$ cat config.mk
export PLATFORM = sky130hd
export DESIGN_NAME = serial_irq_regs
export DESIGN_NICKNAME = d
export VERILOG_FILES = /design/src/hw/serial_irq_pkg.sv /design/src/hw/event_channel_mux.sv /design/src/hw/infrared_codec.sv /design/src/hw/serial_irq_regs.sv
export SDC_FILE = /design/constraint.sdc
export NUM_CORES = 1
export LEC_CHECK = 0
export CORE_ASPECT_RATIO = 1.1
export CORE_MARGIN = 3
export CORE_UTILIZATION = 31
export CTS_CLUSTER_DIAMETER = 30
export CTS_CLUSTER_SIZE = 20
export DETAILED_ROUTE_END_ITERATION = 10
export DONT_BUFFER_PORTS = 1
export PLACE_DENSITY_LB_ADDON = 0.2
export SETUP_SLACK_MARGIN = 0.1
export SYNTH_ARGS = -nofsm -noshare
export SYNTH_HDL_FRONTEND = slang
export SYNTH_SLANG_ARGS = --single-unit
$ cat constraint.sdc
create_clock -name clk -period 1.7 [get_ports clk]
set_input_delay 0.085 -clock clk [delete_from_list [all_inputs] [get_ports clk]]
set_output_delay 0.085 -clock clk [all_outputs]
set_load 0.03 [all_outputs]
$ cat src/hw/serial_irq_pkg.sv
// Constants shared by the serial port interrupt, infrared and input routing block
package serial_irq_pkg;
	localparam int ADDR_W = 8;
	localparam int DATA_W = 32;
	localparam int NUM_FLAGS = 17;
	localparam int NUM_CHANNELS = 12;
	localparam int SEL_W = 4;
	localparam logic [7:0] OFS_FLAG_SET = 8'h44;
	localparam logic [7:0] OFS_FLAG_CLEAR = 8'h48;
	localparam logic [7:0] OFS_IRQ_ENABLE = 8'h4c;
	localparam logic [7:0] OFS_INFRARED_CONTROL = 8'h50;
	localparam logic [7:0] OFS_INPUT_ROUTING = 8'h58;
	localparam logic [7:0] OFS_MISC_CONTROL = 8'h70;
	// Flags with no software clear or set: rx data valid (bit 2) and tx level (bit 1)
	localparam logic [16:0] CLEARABLE_MASK = 17'h1fff9;
	localparam logic [16:0] IRQ_ENABLE_RESET = 17'h00000;
	localparam logic [16:0] FLAG_RESET = 17'h00000;
	localparam logic [11:0] INFRARED_CONTROL_MASK = 12'hf8f;
	localparam logic [15:0] INPUT_ROUTING_MASK = 16'h8f8f;
	localparam int IR_ENABLE_BIT = 0;
	localparam int IR_PW_LSB = 1;
	localparam int IR_FILTER_BIT = 3;
	localparam int IR_CH_ENABLE_BIT = 7;
	localparam int IR_CH_SEL_LSB = 8;
	localparam int RX_SEL_LSB = 0;
	localparam int RX_EV_ENABLE_BIT = 7;
	localparam int CLK_SEL_LSB = 8;
	localparam int CLK_EV_ENABLE_BIT = 15;
	localparam int READ_CLEAR_BIT = 0;
	localparam int OVS_BIT = 1;
	localparam int FILTER_CYCLES = 4;
	localparam int PULSE_W_UNITS = 16;
endpackage

$ cat src/hw/event_channel_mux.sv
// Event channel selector; out-of-range selections yield a constant low
`timescale 1ns/100ps
module event_channel_mux #(
	parameter int CHANNELS = 12
) (
	input wire logic [CHANNELS-1:0] channels,
	input wire logic [3:0] select,
	output logic picked
);
	always_comb begin
		picked = 1'b0;
		if (int'(select) < CHANNELS) begin
			picked = channels[select];
		end
	end
endmodule

$ cat src/hw/infrared_codec.sv
// Infrared pulse modulator and filtered demodulator
`timescale 1ns/100ps
module infrared_codec (
	input wire logic clk,
	input wire logic rst_n,
	input wire logic ce,
	input wire logic bit_tick,
	input wire logic [1:0] pulse_width,
	input wire logic ovs_eighth,
	input wire logic filter_on,
	input wire logic mod_in,
	input wire logic ir_rx,
	output logic ir_tx,
	output logic rx_recovered
);
	logic [3:0] phase;
	logic [2:0] high_run;
	logic prev_in;
	logic [3:0] limit;

	// Length of one bit in sub-period units; 16 units at 1/16, 8 at 1/8
	always_comb begin
		limit = ovs_eighth ? 4'h7 : 4'hf;
	end

	always_ff @(posedge clk or negedge rst_n) begin
		if (!rst_n) begin
			phase <= 4'h0;
			prev_in <= 1'b1;
			ir_tx <= 1'b0;
		end else if (ce && bit_tick) begin
			prev_in <= mod_in;
			// A zero bit is sent as a short high pulse at the bit start
			if (phase == limit || (prev_in != mod_in)) begin
				phase <= 4'h0;
				ir_tx <= !mod_in;
			end else begin
				phase <= phase + 4'h1;
				if ({2'b00, pulse_width} == phase) begin
					ir_tx <= 1'b0;
				end
			end
		end
	end

	// Received pulses are active high; the line reads low while a pulse is seen
	always_ff @(posedge clk or negedge rst_n) begin
		if (!rst_n) begin
			high_run <= 3'h0;
			rx_recovered <= 1'b1;
		end else if (ce) begin
			if (!ir_rx) begin
				high_run <= 3'h0;
				rx_recovered <= 1'b1;
			end else begin
				if (high_run != 3'h7) begin
					high_run <= high_run + 3'h1;
				end
				if (!filter_on || int'(high_run) >= serial_irq_pkg::FILTER_CYCLES - 1) begin
					rx_recovered <= 1'b0;
				end
			end
		end
	end
endmodule

$ cat src/hw/serial_irq_regs.sv
// Interrupt flag, enable, infrared control and input routing registers
`timescale 1ns/100ps
// Functional notes
// - Writing one to a clear bit clears that flag; zeros leave flags alone.
// - With read-clear enabled, reading the clear register returns and clears flags.
// - Clear bits exist at 16..3 and 0; bits 2:1 are reserved.
// - Enable register holds seventeen read/write bits, all reset to zero.
// - Enables exist for rx data valid and tx level flags too.
// - Infrared channel select picks event channel 0 to 11.
// - With filter on, a received pulse must stay high four cycles.
// - Pulse width n gives (n+1)/16 or (n+1)/8 of a bit.
// - Clock event enable takes the serial clock from the selected channel.
// - Clock channel select chooses channel 0 to 11, reset to 0.
// - Receive event enable takes serial input from the selected channel.
// - Receive channel select chooses channel 0 to 11.
// - Writing one to a set register bit sets that flag.
module serial_irq_regs (
	input wire logic clk,
	input wire logic rst_n,
	input wire logic ce,
	input wire logic [7:0] addr,
	input wire logic [31:0] wdata,
	input wire logic wr,
	input wire logic rd,
	output logic [31:0] rdata,
	input wire logic [16:0] flag_events,
	input wire logic rx_data_valid_flag,
	input wire logic tx_level_flag,
	input wire logic [11:0] event_channels,
	input wire logic tx_data,
	input wire logic bit_tick,
	input wire logic rx_pin,
	input wire logic clk_pin,
	input wire logic ir_rx_pin,
	output logic irq,
	output logic tx_out,
	output logic rx_serial,
	output logic serial_clk
);
	logic [16:0] flags;
	logic [16:0] irq_enable_bits;
	logic [11:0] infrared_control;
	logic [15:0] input_routing;
	logic [1:0] misc_control;
	logic [16:0] flag_vector;
	logic [16:0] next_flags;
	logic rx_s1, rx_s2, clk_s1, clk_s2, ir_s1, ir_s2;
	logic ir_source, rx_source, clk_source;
	logic ir_tx, ir_rx_line, mod_in;
	logic wr_clear, wr_set, rd_clear;

	assign wr_clear = wr && addr == serial_irq_pkg::OFS_FLAG_CLEAR;
	assign wr_set = wr && addr == serial_irq_pkg::OFS_FLAG_SET;
	assign rd_clear = rd && addr == serial_irq_pkg::OFS_FLAG_CLEAR && misc_control[serial_irq_pkg::READ_CLEAR_BIT];

	// Hardware-driven level flags are merged into the visible vector
	always_comb begin
		flag_vector = flags;
		flag_vector[2] = rx_data_valid_flag;
		flag_vector[1] = tx_level_flag;
	end

	// Clears apply first, then hardware events and software sets win
	always_comb begin
		next_flags = flags;
		if (wr_clear) begin
			next_flags = next_flags & ~(wdata[16:0] & serial_irq_pkg::CLEARABLE_MASK);
		end
		if (rd_clear) begin
			next_flags = next_flags & ~serial_irq_pkg::CLEARABLE_MASK;
		end
		next_flags = next_flags | (flag_events & serial_irq_pkg::CLEARABLE_MASK);
		if (wr_set) begin
			next_flags = next_flags | (wdata[16:0] & serial_irq_pkg::CLEARABLE_MASK);
		end
	end

	always_ff @(posedge clk or negedge rst_n) begin
		if (!rst_n) begin
			flags <= serial_irq_pkg::FLAG_RESET;
		end else if (ce) begin
			flags <= next_flags;
		end
	end

	// Reserved bits are simply not stored, so stray writes there are harmless
	always_ff @(posedge clk or negedge rst_n) begin
		if (!rst_n) begin
			irq_enable_bits <= serial_irq_pkg::IRQ_ENABLE_RESET;
			infrared_control <= 12'h000;
			input_routing <= 16'h0000;
			misc_control <= 2'h0;
		end else if (ce && wr) begin
			case (addr)
				serial_irq_pkg::OFS_IRQ_ENABLE: begin
					irq_enable_bits <= wdata[16:0];
				end
				serial_irq_pkg::OFS_INFRARED_CONTROL: begin
					infrared_control <= wdata[11:0] & serial_irq_pkg::INFRARED_CONTROL_MASK;
				end
				serial_irq_pkg::OFS_INPUT_ROUTING: begin
					input_routing <= wdata[15:0] & serial_irq_pkg::INPUT_ROUTING_MASK;
				end
				serial_irq_pkg::OFS_MISC_CONTROL: begin
					misc_control <= wdata[1:0];
				end
				default: begin
				end
			endcase
		end
	end

	always_ff @(posedge clk or negedge rst_n) begin
		if (!rst_n) begin
			rdata <= 32'h00000000;
		end else if (ce) begin
			rdata <= 32'h00000000;
			if (rd) begin
				case (addr)
					serial_irq_pkg::OFS_FLAG_CLEAR: begin
						if (misc_control[serial_irq_pkg::READ_CLEAR_BIT]) begin
							rdata <= {15'h0000, flag_vector};
						end
					end
					serial_irq_pkg::OFS_IRQ_ENABLE: rdata <= {15'h0000, irq_enable_bits};
					serial_irq_pkg::OFS_INFRARED_CONTROL: rdata <= {20'h00000, infrared_control};
					serial_irq_pkg::OFS_INPUT_ROUTING: rdata <= {16'h0000, input_routing};
					serial_irq_pkg::OFS_MISC_CONTROL: rdata <= {30'h00000000, misc_control};
					default: rdata <= 32'h00000000;
				endcase
			end
		end
	end

	always_ff @(posedge clk or negedge rst_n) begin
		if (!rst_n) begin
			irq <= 1'b0;
		end else if (ce) begin
			irq <= |(flag_vector & irq_enable_bits);
		end
	end

	// Pin inputs come from outside the clock domain
	always_ff @(posedge clk or negedge rst_n) begin
		if (!rst_n) begin
			// Reset to each pin's idle level so no false edge follows reset
			{rx_s1, rx_s2} <= 2'h3;
			{clk_s1, clk_s2, ir_s1, ir_s2} <= 4'h0;
		end else if (ce) begin
			rx_s1 <= rx_pin;
			rx_s2 <= rx_s1;
			clk_s1 <= clk_pin;
			clk_s2 <= clk_s1;
			ir_s1 <= ir_rx_pin;
			ir_s2 <= ir_s1;
		end
	end

	event_channel_mux #(.CHANNELS(serial_irq_pkg::NUM_CHANNELS)) ir_mux (
		.channels(event_channels),
		.select(infrared_control[serial_irq_pkg::IR_CH_SEL_LSB +: 4]),
		.picked(ir_source)
	);
	event_channel_mux #(.CHANNELS(serial_irq_pkg::NUM_CHANNELS)) rx_mux (
		.channels(event_channels),
		.select(input_routing[serial_irq_pkg::RX_SEL_LSB +: 4]),
		.picked(rx_source)
	);
	event_channel_mux #(.CHANNELS(serial_irq_pkg::NUM_CHANNELS)) clk_mux (
		.channels(event_channels),
		.select(input_routing[serial_irq_pkg::CLK_SEL_LSB +: 4]),
		.picked(clk_source)
	);

	assign mod_in = infrared_control[serial_irq_pkg::IR_CH_ENABLE_BIT] ? ir_source : tx_data;

	infrared_codec codec (
		.clk(clk),
		.rst_n(rst_n),
		.ce(ce),
		.bit_tick(bit_tick),
		.pulse_width(infrared_control[serial_irq_pkg::IR_PW_LSB +: 2]),
		.ovs_eighth(misc_control[serial_irq_pkg::OVS_BIT]),
		.filter_on(infrared_control[serial_irq_pkg::IR_FILTER_BIT]),
		.mod_in(mod_in),
		.ir_rx(ir_s2),
		.ir_tx(ir_tx),
		.rx_recovered(ir_rx_line)
	);

	always_ff @(posedge clk or negedge rst_n) begin
		if (!rst_n) begin
			tx_out <= 1'b1;
			rx_serial <= 1'b1;
			serial_clk <= 1'b0;
		end else if (ce) begin
			if (infrared_control[serial_irq_pkg::IR_ENABLE_BIT]) begin
				tx_out <= ir_tx;
			end else begin
				tx_out <= mod_in;
			end
			if (input_routing[serial_irq_pkg::RX_EV_ENABLE_BIT]) begin
				rx_serial <= rx_source;
			end else if (infrared_control[serial_irq_pkg::IR_ENABLE_BIT]) begin
				rx_serial <= ir_rx_line;
			end else begin
				rx_serial <= rx_s2;
			end
			serial_clk <= input_routing[serial_irq_pkg::CLK_EV_ENABLE_BIT] ? clk_source : clk_s2;
		end
	end

	property p_clear_write;
		@(posedge clk) disable iff (!rst_n)
		(ce && wr_clear && wdata[0] && !flag_events[0] && !wr_set) |=> !flags[0];
	endproperty
	a_clear_write: assert property (p_clear_write) else $error("clear write left flag set");
	property p_clear_zero;
		@(posedge clk) disable iff (!rst_n)
		(ce && wr_clear && !wdata[5] && !rd_clear && flags[5]) |=> flags[5];
	endproperty
	a_clear_zero: assert property (p_clear_zero) else $error("zero clear bit changed flag");
	property p_read_clear;
		@(posedge clk) disable iff (!rst_n)
		(ce && rd_clear && !wr && flag_events == 17'h00000) |=> (flags == 17'h00000 && rdata[16:0] == $past(flag_vector));
	endproperty
	a_read_clear: assert property (p_read_clear) else $error("read clear wrong");
	property p_reserved;
		@(posedge clk) disable iff (!rst_n)
		flags[2:1] == 2'b00;
	endproperty
	a_reserved: assert property (p_reserved) else $error("reserved flag bits stored");
	property p_enable_rw;
		@(posedge clk) disable iff (!rst_n)
		(ce && wr && addr == serial_irq_pkg::OFS_IRQ_ENABLE) |=> irq_enable_bits == $past(wdata[16:0]);
	endproperty
	a_enable_rw: assert property (p_enable_rw) else $error("enable write lost");
	property p_set;
		@(posedge clk) disable iff (!rst_n)
		(ce && wr_set && wdata[9]) |=> flags[9];
	endproperty
	a_set: assert property (p_set) else $error("set write ignored");
	property p_irq;
		@(posedge clk) disable iff (!rst_n)
		ce |=> irq == |($past(flag_vector) & $past(irq_enable_bits));
	endproperty
	a_irq: assert property (p_irq) else $error("irq mismatch");
	property p_clk_route;
		@(posedge clk) disable iff (!rst_n)
		(ce && input_routing[15] && input_routing[11:8] >= 4'hc) |=> !serial_clk;
	endproperty
	a_clk_route: assert property (p_clk_route) else $error("bad channel not low");
	property p_rx_route;
		@(posedge clk) disable iff (!rst_n)
		(ce && input_routing[7]) |=> rx_serial == $past(rx_source);
	endproperty
	a_rx_route: assert property (p_rx_route) else $error("rx route wrong");
	property p_enable_read;
		@(posedge clk) disable iff (!rst_n)
		(ce && rd && addr == serial_irq_pkg::OFS_IRQ_ENABLE) |=> rdata == {15'h0000, $past(irq_enable_bits)};
	endproperty
	a_enable_read: assert property (p_enable_read) else $error("enable read wrong");
	property p_ir_rx_route;
		@(posedge clk) disable iff (!rst_n)
		(ce && infrared_control[0] && !input_routing[7]) |=> rx_serial == $past(ir_rx_line);
	endproperty
	a_ir_rx_route: assert property (p_ir_rx_route) else $error("infrared rx path wrong");
	property p_tx_bypass;
		@(posedge clk) disable iff (!rst_n)
		(ce && !infrared_control[0]) |=> tx_out == $past(mod_in);
	endproperty
	a_tx_bypass: assert property (p_tx_bypass) else $error("tx bypass wrong");
	property p_tx_channel;
		@(posedge clk) disable iff (!rst_n)
		(ce && infrared_control[7] && !infrared_control[0]) |=> tx_out == $past(ir_source);
	endproperty
	a_tx_channel: assert property (p_tx_channel) else $error("tx channel source wrong");
	property p_clk_pin;
		@(posedge clk) disable iff (!rst_n)
		(ce && !input_routing[15]) |=> serial_clk == $past(clk_s2);
	endproperty
	a_clk_pin: assert property (p_clk_pin) else $error("clock pin path wrong");
	property p_rx_bad_sel;
		@(posedge clk) disable iff (!rst_n)
		(ce && input_routing[7] && input_routing[3:0] >= 4'hc) |=> !rx_serial;
	endproperty
	a_rx_bad_sel: assert property (p_rx_bad_sel) else $error("bad rx channel not low");
	property p_flag_hold;
		@(posedge clk) disable iff (!rst_n)
		(ce && !wr && !rd && flag_events == 17'h00000) |=> flags == $past(flags);
	endproperty
	a_flag_hold: assert property (p_flag_hold) else $error("flags changed without cause");
	property p_irq_off;
		@(posedge clk) disable iff (!rst_n)
		(ce && (flag_vector & irq_enable_bits) == 17'h00000) |=> !irq;
	endproperty
	a_irq_off: assert property (p_irq_off) else $error("irq high with nothing enabled");
	c_irq: cover property (@(posedge clk) disable iff (!rst_n) $rose(irq));
	c_read_clear: cover property (@(posedge clk) disable iff (!rst_n) rd_clear && flags != 17'h00000);
	c_ir_on: cover property (@(posedge clk) disable iff (!rst_n) infrared_control[0] && $rose(tx_out));
	c_filter: cover property (@(posedge clk) disable iff (!rst_n) infrared_control[3] && !ir_rx_line);
endmodule

==> results of run 1 <==
[final cells by class]
cell class	instances	area, um^2
timing repair buffer	66	652
clock buffer	12	236
sequential	90	2260
clock inverter	4	45.0
fill	1451	8830
inverter	6	22.5
multi-input combinational	283	2390
tap	192	240
[what timing repair did]
| item | 4_1_cts | 5_1_grt |
|---|---|---|
| resized for setup | 3 | 13 |
| endpoints found under the setup margin | 8 | 23 |
| cloned | 0 | 2 |
| pin swaps | 5 | 4 |
| hold endpoints to repair | 163 | 90 |
| buffers inserted | 1 | 2 |
[stage by stage]
stage,TNS [ps],hold slack (ps)
2_1_floorplan,-9870,-211
3_3_place_gp,-5700,-207
3_5_place_dp,-6490,-205
4_1_cts,-451,-584
5_1_grt,-764,-587
6_report,-400,-565
[flip-flops by register name, summed over array words and instances, names as in the netlist, 2 cells and up]
signal,flops
misc_control,2
flags,15
rdata,17
codec.phase,4
input_routing,10
codec.high_run,3
irq_enable_bits,17
infrared_control,9
[power by group]
group	total [mW]	switching, mW	internal, mW	leakage (nW)
Combinational	0.572	0.269	0.304	1.15
Clock	1.98	0.843	1.13	0.140
Sequential	2.45	0.176	2.28	1.12
Total	5.00	1.29	3.72	2.42
[cells in the final DEF, fill, tap and decap left out, types with 4 or more instances in the layout]
master,count
ha_1,4
a22o_1,7
o21ai_0,27
nor2_1,10
mux2_1,4
nand2b_1,4
o2bb2ai_1,18
and3_1,4
nand2_1,9
dfrtp_1,82
conb_1,15
a21oi_1,20
dlygate4sd3_1,40
nand3_1,5
mux2_2,43
a22oi_1,27
buf_4,20
dfstp_2,6
o21ai_1,10
inv_1,4
a222oi_1,10
mux2i_1,8
clkbuf_16,10
mux4_2,7
mux2_4,7
[cell families after synthesis]
| family | after synthesis | synth area share [%] |
|---|---|---|
| compound gates | 135 | 19.9 |
| simple gates | 56 | 7.48 |
| other cells | 1 | 0.0792 |
| xor+xnor | 4 | 0.740 |
| flops | 90 | 47.7 |
| fa+ha+maj | 4 | 1.06 |
| mux | 69 | 17.9 |
| buf+inv | 45 | 5.18 |
[final timing paths]
kind / end / depth (start not counted)
worst max-delay path: codec.phase[1] / 5
worst min-delay path: codec.phase[3] / 0
worst max register to register: codec.phase[1] / 5
worst min register to register: codec.rx_recovered / 2
max in group asynchronous: codec.rx_recovered / 0
min in group clk: flags[12] / 3
[layer usage]
| layer | vias up | GRT usage (%) | part of all wire [%] |
|---|---|---|---|
| li1 | 1644 | - | - |
| met1 | 1829 | 23.1 | 44 |
| met2 | 110 | 27.7 | 49 |
| met3 | 17 | 3.97 | 6.3 |
| met4 | 0 | 5.54 | 1.4 |
| met5 | - | 0 | 0 |
[critical path, stage by stage (launching register included)]
cell and delay, ps:
dfrtp_2 470, or2_4 270, o221a_4 240, a221oi_4 330, xnor2_2 140, a32o_1 240
==> impl_metrics.tcl, run 1 <==
set metrics [dict create \
    syn_inst 404 \
    finClkSkew_ps 8.98 \
    post-synth-top-count-cell "dfrtp_1" \
    yosys-top-cells-area "dfrtp_1 44%, mux2_2 12%, a22oi_1 4.3%, o21ai_0 3.8%, dfstp_2 3.3%" \
    cts_tree "built" \
    final-max-slew-violation-count 0 \
    row_count 46 \
    clkSlewWorstSetupHoldPaths_ps 60 \
    number_of_enable_type_register_cells_in_the_synthesized_netlist 0 \
    worst_skew_pair.late_latency_ps 340 \
    hp-class "input pin to asynchronous set/reset pin" \
    layout_min_cycle_time_ps 1800 \
    post_synth_num_cell_types 53 \
    place_ws_ps -194 \
    area_growth_syn_to_layout_pct 23.6 \
    total_of_warnings_raised_by_yosys 0 \
    synth.avg_cell_area_um2 11.7 \
    grt_setup_unrepaired "yes" \
    irDropWorstVdd_mv 0.532 \
    design.portCount 117 \
    cap_viol_max_count 0 \
    netlist.area_leader.share_pct 44.4 \
    power.density_cell_area_nw_per_um2 856 \
    grt_usage_pct 17.3 \
    place.gp.congestion 0.779 \
    synth-main-ff-cell "dfrtp_1" \
    setup_violations 5 \
    layout.nets 541 \
    route.vias.total 3600 \
    worstSetupStartpoint "infrared_control[8]" \
    cts.root.buffer_cell "clkbuf_16" \
    hold_slack_ps -565 \
    detail_route.iter0.violations 321 \
    detail_route.vias_per_cell 5.51 \
    run_status "finished with violations" \
    final_cells 653 \
    area_of_the_mapped_netlist_um2 4730 \
    report.final.hold_viol_count 90 \
    wl_per_cell_um 21.8 \
    detail-route-antenna-nets 0 \
    reg2reg_from "infrared_control[8]" \
    drt-pass1-iter-count 6 \
    r2r_setup_slack_ps -100 \
    postPlaceCellArea_um2 5080 \
    die_h_um 136 \
    grt_pass1_wl_um 21700 \
    post-layout-total-power_mw 5.00 \
    post-route-worst-setup-slack_ps -95.7 \
    placed_cells 592 \
    maxClockFrequency_ghz 0.557 \
    yosysSeqAreaShare_pct 47.7 \
    initial_utilization_pct 32.3 \
    clkSinkCount 90 \
    timing.setup.critical_path_class "flop to flop" \
    numPortBuffers 0 \
    final_core_util_pct 39.8 \
    yosys-top-cells-count "84 x dfrtp_1, 50 x mux2_2, 36 x o21ai_0" \
    antenna-diode-count 0 \
    postSynth.asyncResetShare_pct 100 \
    max_slew_margin_pct 57.9 \
    timing.critical_path.to_type "flop" \
    final.period_utilization_pct 106 \
    worst_tran_pin_value_ps 629 \
    initial_antenna_violation_count 0 \
    hpwl_um 9650 \
    ctsHoldBuffers 40 \
    crit_fanout 6 \
    post-synth-top-area-cell "dfrtp_1" \
    total_detailed_routing_wirelength_um 14200 \
    cp_data_required_time_ps 1930 \
    die_width_um 124 \
    grt_pass1_vias 3665 \
    pleak_nw 2.42 \
    cts_buffers 9 \
    failed_checks "hold timing, setup timing" \
    post_route_cells_drive_above_1_share_pct 26.7 \
    cp_data_arrival_time_ps 2030 \
    core_area_um2 14700 \
    grt_max_degree 91 \
    remaining_drc_errors 0 \
    cts_max_level 3 \
    start_kind "flop" \
    finalInstanceArea_um2 5850 \
    globalRouteOverflowTotal 0 \
    postSynthRegisterBits 90 \
    floorplan.die_area_um2 16800 \
    clk_path_buf_depth 2 \
]
Power figures use the tool's default switching activity.
==> inputs of run 2 (changes only) <==
--- a/config.mk
+++ b/config.mk
@@ -6,7 +6,8 @@
 export NUM_CORES = 1
 export LEC_CHECK = 0
+export ABC_CLOCK_PERIOD_IN_PS = 1700
 export CORE_ASPECT_RATIO = 1.1
 export CORE_MARGIN = 3
-export CORE_UTILIZATION = 31
+export CORE_UTILIZATION = 35
 export CTS_CLUSTER_DIAMETER = 30
 export CTS_CLUSTER_SIZE = 20
==> constraint.sdc (replaced) <==
create_clock -name clk -period 1.7 [get_ports clk]
set_input_delay 0.085 -clock clk [delete_from_list [all_inputs] [get_ports clk]]
set_output_delay 0.085 -clock clk [all_outputs]
set_load 0.05 [all_outputs]
==> impl_metrics.tcl, run 2 (synthesized netlist as in run 1, its figures left out) <==
set metrics [dict create \
    run_status "finished with violations" \
    failed_checks "hold timing, setup timing" \
    floorplan.die_area_um2 15000 \
    cts_buffers 9 \
    antenna-diode-count 0 \
    layout.nets 538 \
    die_width_um 117 \
    cap_viol_max_count 0 \
    crit_fanout 6 \
    numPortBuffers 0 \
    maxClockFrequency_ghz 0.556 \
    cp_data_required_time_ps 1940 \
    post-route-worst-setup-slack_ps -99.6 \
    most_common_cell_after_layout_fill_and_taps_aside "dfrtp_1" \
    clkSinkCount 90 \
    reg2reg_from "infrared_control[8]" \
    row_count 43 \
    grt_pass1_vias 3671 \
    globalRouteOverflowTotal 0 \
    r2r-end "codec.phase[3]" \
    clkSlewWorstSetupHoldPaths_ps 70 \
    cts_tree "built" \
    max_slew_margin_pct 56.3 \
    grt_setup_unrepaired "yes" \
    final_core_util_pct 45.2 \
    power.density_cell_area_nw_per_um2 918 \
    total_detailed_routing_wirelength_um 13200 \
    layout_min_cycle_time_ps 1800 \
    layout.cells.most_common_list "82 x dfrtp_1, 45 x mux2_2, 39 x dlygate4sd3_1" \
    post-layout-total-power_mw 5.36 \
    clk_path_buf_depth 2 \
    hold_slack_ps -569 \
    timing.setup.critical_path_class "flop to flop" \
    report.final.hold_viol_count 94 \
    pleak_nw 2.42 \
    final.period_utilization_pct 106 \
    final-max-slew-violation-count 0 \
    irDropWorstVdd_mv 0.501 \
    wl_per_cell_um 21.5 \
    place.gp.congestion 0.778 \
    setup_violations 5 \
    cts.root.buffer_cell "clkbuf_16" \
    die_h_um 128 \
    post_route_cells_drive_above_1_share_pct 26.2 \
    finClkSkew_ps 8.97 \
    worst_tran_pin_value_ps 655 \
    cts_max_level 3 \
    grt_usage_pct 18.6 \
    final_cells 615 \
    initial_utilization_pct 36.7 \
    drt-pass1-iter-count 8 \
    hpwl_um 9110 \
    timing.critical_path.to_type "flop" \
    grt_pass1_wl_um 21200 \
    worst_skew_pair.late_latency_ps 350 \
    design.portCount 117 \
    start_kind "flop" \
    reg_top3 "irq_enable_bits x17, rdata x17, flags x15" \
    core_area_um2 12900 \
    route.vias.total 3600 \
    grt_max_degree 91 \
    placed_cells 557 \
    remaining_drc_errors 0 \
    detail-route-antenna-nets 0 \
    initial_antenna_violation_count 0 \
    ctsHoldBuffers 40 \
    area_growth_syn_to_layout_pct 23.3 \
    detail_route.iter0.violations 311 \
    place_ws_ps -232 \
    hp-class "input pin to asynchronous set/reset pin" \
    cp_data_arrival_time_ps 2040 \
    r2r.worst_path.cells 5 \
    detail_route.vias_per_cell 5.85 \
    r2r_setup_slack_ps -100 \
]
-- run 2: changes by cell type in the layout (fill, tap and decap cells not counted), moves of 2 or more --
cell | before | now
mux2_2 | 43 | 45
buf_4 | 20 | 18
o21ai_1 | 10 | 22
bufinv_16 | 1 | 3
o21ai_0 | 27 | 16
clkinv_2 | 3 | 0
mux2_4 | 7 | 5
-- run 2: area by class of cell --
class	instances	area [um^2]
Timing Repair Buffer	63	634
Clock inverter	3	90.1
Multi-Input combinational cell	283	2380
Sequential cell	90	2260
Tap cell	157	196
Fill cell	1220	7080
Inverter	6	22.5
Clock buffer	13	250
-- run 2: worst max path at each step --
stage                                      to           startpoint
after detailed placement   irq_enable_bits[9]              addr[1]
after global routing           codec.phase[1]  infrared_control[8]
after floorplan              input_routing[0]              addr[1]
after global placement    irq_enable_bits[16]              addr[1]
after CTS                      codec.phase[3]  infrared_control[8]
final                          codec.phase[3]  infrared_control[8]
-- run 2: power by group --
group / total (mW) / leakage [nW] / internal, mW / switching (mW)
clock network: 2.30 / 0.164 / 1.48 / 0.818
registers: 2.47 / 1.12 / 2.28 / 0.191
logic: 0.591 / 1.13 / 0.299 / 0.292
-- run 2: layer usage --
metal	vias to the layer above	share of wire (%)	track usage [%]
met3	14	7.8	5.85
met5	-	0	0
met2	121	47	29.0
met1	1831	43	25.1
met4	0	1.9	5.06
li1	1634	-	-
-- run 2: worst max-delay path, cell delays in order, from the launching register on --
cell      delay (ps)
dfrtp_2          440
mux2_2           380
a221oi_4         310
a221oi_4         140
xnor2_2          190
a32o_1           240
-- run 2: what timing repair did --
item / in CTS / in global routing
resized for setup: 4 / 20
cloned: 0 / 1
setup buffers: 0 / 2
setup endpoints to repair: 8 / 58
hold endpoints to repair: 163 / 90
pin swaps: 4 / 8
-- run 2: stage by stage --
step | hold slack [ps] | setup TNS, ps | area (um^2)
after floorplan | -211 | -9870 | 4890
after global routing | -595 | -983 | 5830
final | -569 | -406 | 5830
after CTS | -581 | -593 | 5780
after detailed placement | -207 | -7300 | 5030
after global placement | -206 | -6620 | 5030
==> inputs of run 3 (changes only) <==
Settings changed: ABC_CLOCK_PERIOD_IN_PS 1700 to 1950.
Clock period 1.7 ns to 1.95 ns, I/O delays scaled along.
==> impl_metrics.tcl, run 3 (synthesized netlist as in run 1, its figures left out) <==
set metrics [dict create \
    hp-class "input pin to asynchronous set/reset pin" \
    antenna-diode-count 0 \
    globalRouteOverflowTotal 0 \
    post_route_cells_drive_above_1_share_pct 24.0 \
    core_area_um2 12900 \
    hpwl_um 9110 \
    grt_usage_pct 18.7 \
    n_fill_cell 1203 \
    worstSetupStartpoint "infrared_control[8]" \
    route.vias.total 3534 \
    gr_util_met1_pct 25.6 \
    reg_top3 "irq_enable_bits x17, rdata x17, flags x15" \
    maxClockFrequency_ghz 0.566 \
    final-max-slew-violation-count 0 \
    initial_utilization_pct 36.7 \
    cts_max_level 3 \
    busiest_layer "met2" \
    final.period_utilization_pct 90.7 \
    clkSlewWorstSetupHoldPaths_ps 70 \
    path_cells "mux2_4 > a221oi_4 > a221oi_4 > xnor2_2 > a32o_1" \
    die_width_um 117 \
    crit_fanout 6 \
    area_growth_syn_to_layout_pct 21.3 \
    clk_path_buf_depth 2 \
    place_ws_ps -41.7 \
    grt_pass1_vias 3610 \
    run_status "finished with violations" \
    final_cells 611 \
    grt_setup_unrepaired "yes" \
    max_slew_margin_pct 62.2 \
    hold_slack_ps -557 \
    finClkSkew_ps 5.69 \
    start_kind "flop" \
    layout.cells.most_common_list "83 x dfrtp_1, 44 x mux2_2, 42 x dlygate4sd3_1" \
    layout.nets 534 \
    met2_usage_grt_pct 28.6 \
    numPortBuffers 0 \
    grt_max_degree 91 \
    detail_route.vias_per_cell 5.78 \
    post-route-worst-setup-slack_ps 182 \
    ctsHoldBuffers 43 \
    die_h_um 128 \
    multi_input_area_um2 2360 \
    row_count 43 \
    post-layout-total-power_mw 4.49 \
    design.portCount 117 \
    initial_antenna_violation_count 0 \
    irDropWorstVdd_mv 0.485 \
    cap_viol_max_count 0 \
    most_common_cell_after_layout_fill_and_taps_aside "dfrtp_1" \
    drt-pass1-iter-count 7 \
    floorplan.die_area_um2 15000 \
    grtUsageMet3_pct 5.95 \
    cts.root.buffer_cell "clkbuf_16" \
    placed_cells 551 \
    register_area_um2 2260 \
    timing.setup.critical_path_class "flop to flop" \
    remaining_drc_errors 0 \
    cts_buffers 9 \
    report.final.hold_viol_count 90 \
    worst_tran_pin_value_ps 565 \
    place.gp.congestion 0.750 \
    grt_pass1_wl_um 21200 \
    total_detailed_routing_wirelength_um 13500 \
    critical-path-top-cell-by-count "a221oi_4" \
    pleak_nw 2.38 \
    critical_path.slowest_cell "dfrtp_2" \
    power.density_cell_area_nw_per_um2 781 \
    worst_skew_pair.late_latency_ps 350 \
    layout_min_cycle_time_ps 1770 \
    detail_route.iter0.violations 398 \
    reg2reg_from "infrared_control[8]" \
    cp_data_arrival_time_ps 2000 \
    wl_per_cell_um 22.1 \
    cp_slowest_stage_delay_ps 460 \
    cp_data_required_time_ps 2180 \
    detail-route-antenna-nets 0 \
    fin_tns_setup_ps 0 \
    timing.critical_path.to_type "flop" \
    clkSinkCount 90 \
    failed_checks "hold timing" \
    cts_tree "built" \
    setup_violations 0 \
]
## run 3: cell count changes in the layout (fill, tap and decap cells not counted), moves of 2 or more
cell           change
o21ai_0           +20
o21ai_1           -20
buf_4              -5
dlygate4sd3_1      +3
bufinv_16          -2
clkbuf_1           -2
clkinv_2           +2
## run 3: worst max-delay path, delay by kind of cell (launching register included)
kind	cells	cell delay, ps
muxes	1	330
xor gates and xnor gates	1	180
DFF	1	460
AOI/OAI and AO/OA	3	680
## run 3: path summary, 6_finish.rpt
check                                           end  slack (ps)  cells after the start
worst max register to register       codec.phase[1]         180                      5
worst min register to register   codec.rx_recovered         490                      2
max in group asynchronous                    tx_out        2300                      0
min in group clk                           rdata[1]          10                      2
worst max-delay path                 codec.phase[1]         180                      5
worst min-delay path            infrared_control[3]        -560                      0
## run 3: what timing repair did
action                                  4_1_cts  5_1_grt
setup buffers                                 1        0
pin swaps                                     5        6
endpoints found under the setup margin        6       16
hold endpoints to repair                    164       90
resized for setup                             8        3
## run 3: power by group
group | internal (mW) | total, mW | switching [mW]
Sequential | 1.98 | 2.15 | 0.165
Combinational | 0.266 | 0.517 | 0.252
Clock | 1.07 | 1.82 | 0.756
## run 3: layout make-up
| type | instances | share of cell area (%) |
|---|---|---|
| clock buffers | 12 | 4.47 |
| clock inverters | 4 | 0.850 |
| inverters | 6 | 0.458 |
| multi-input cells | 283 | 41.2 |
| flip-flops and latches | 90 | 39.4 |
| well taps | 157 | 3.42 |
| repair buffers | 59 | 10.3 |
## run 3: routing by layer
metal  part of all wire (%)  vias to the layer above
met2                     47                      102
met5                      0                        -
met3                    7.7                       11
met4                   0.83                        0
met1                     45                     1800
li1                       -                     1621
## run 3: metrics by stage
| stage | util [%] | cell area (um^2) |
|---|---|---|
| final | 44.5 | 5740 |
| after global placement | 38.2 | 4940 |
| after detailed placement | 38.2 | 4940 |
| after CTS | 44.4 | 5730 |
| after global routing | 44.5 | 5740 |
| after floorplan | - | 4830 |
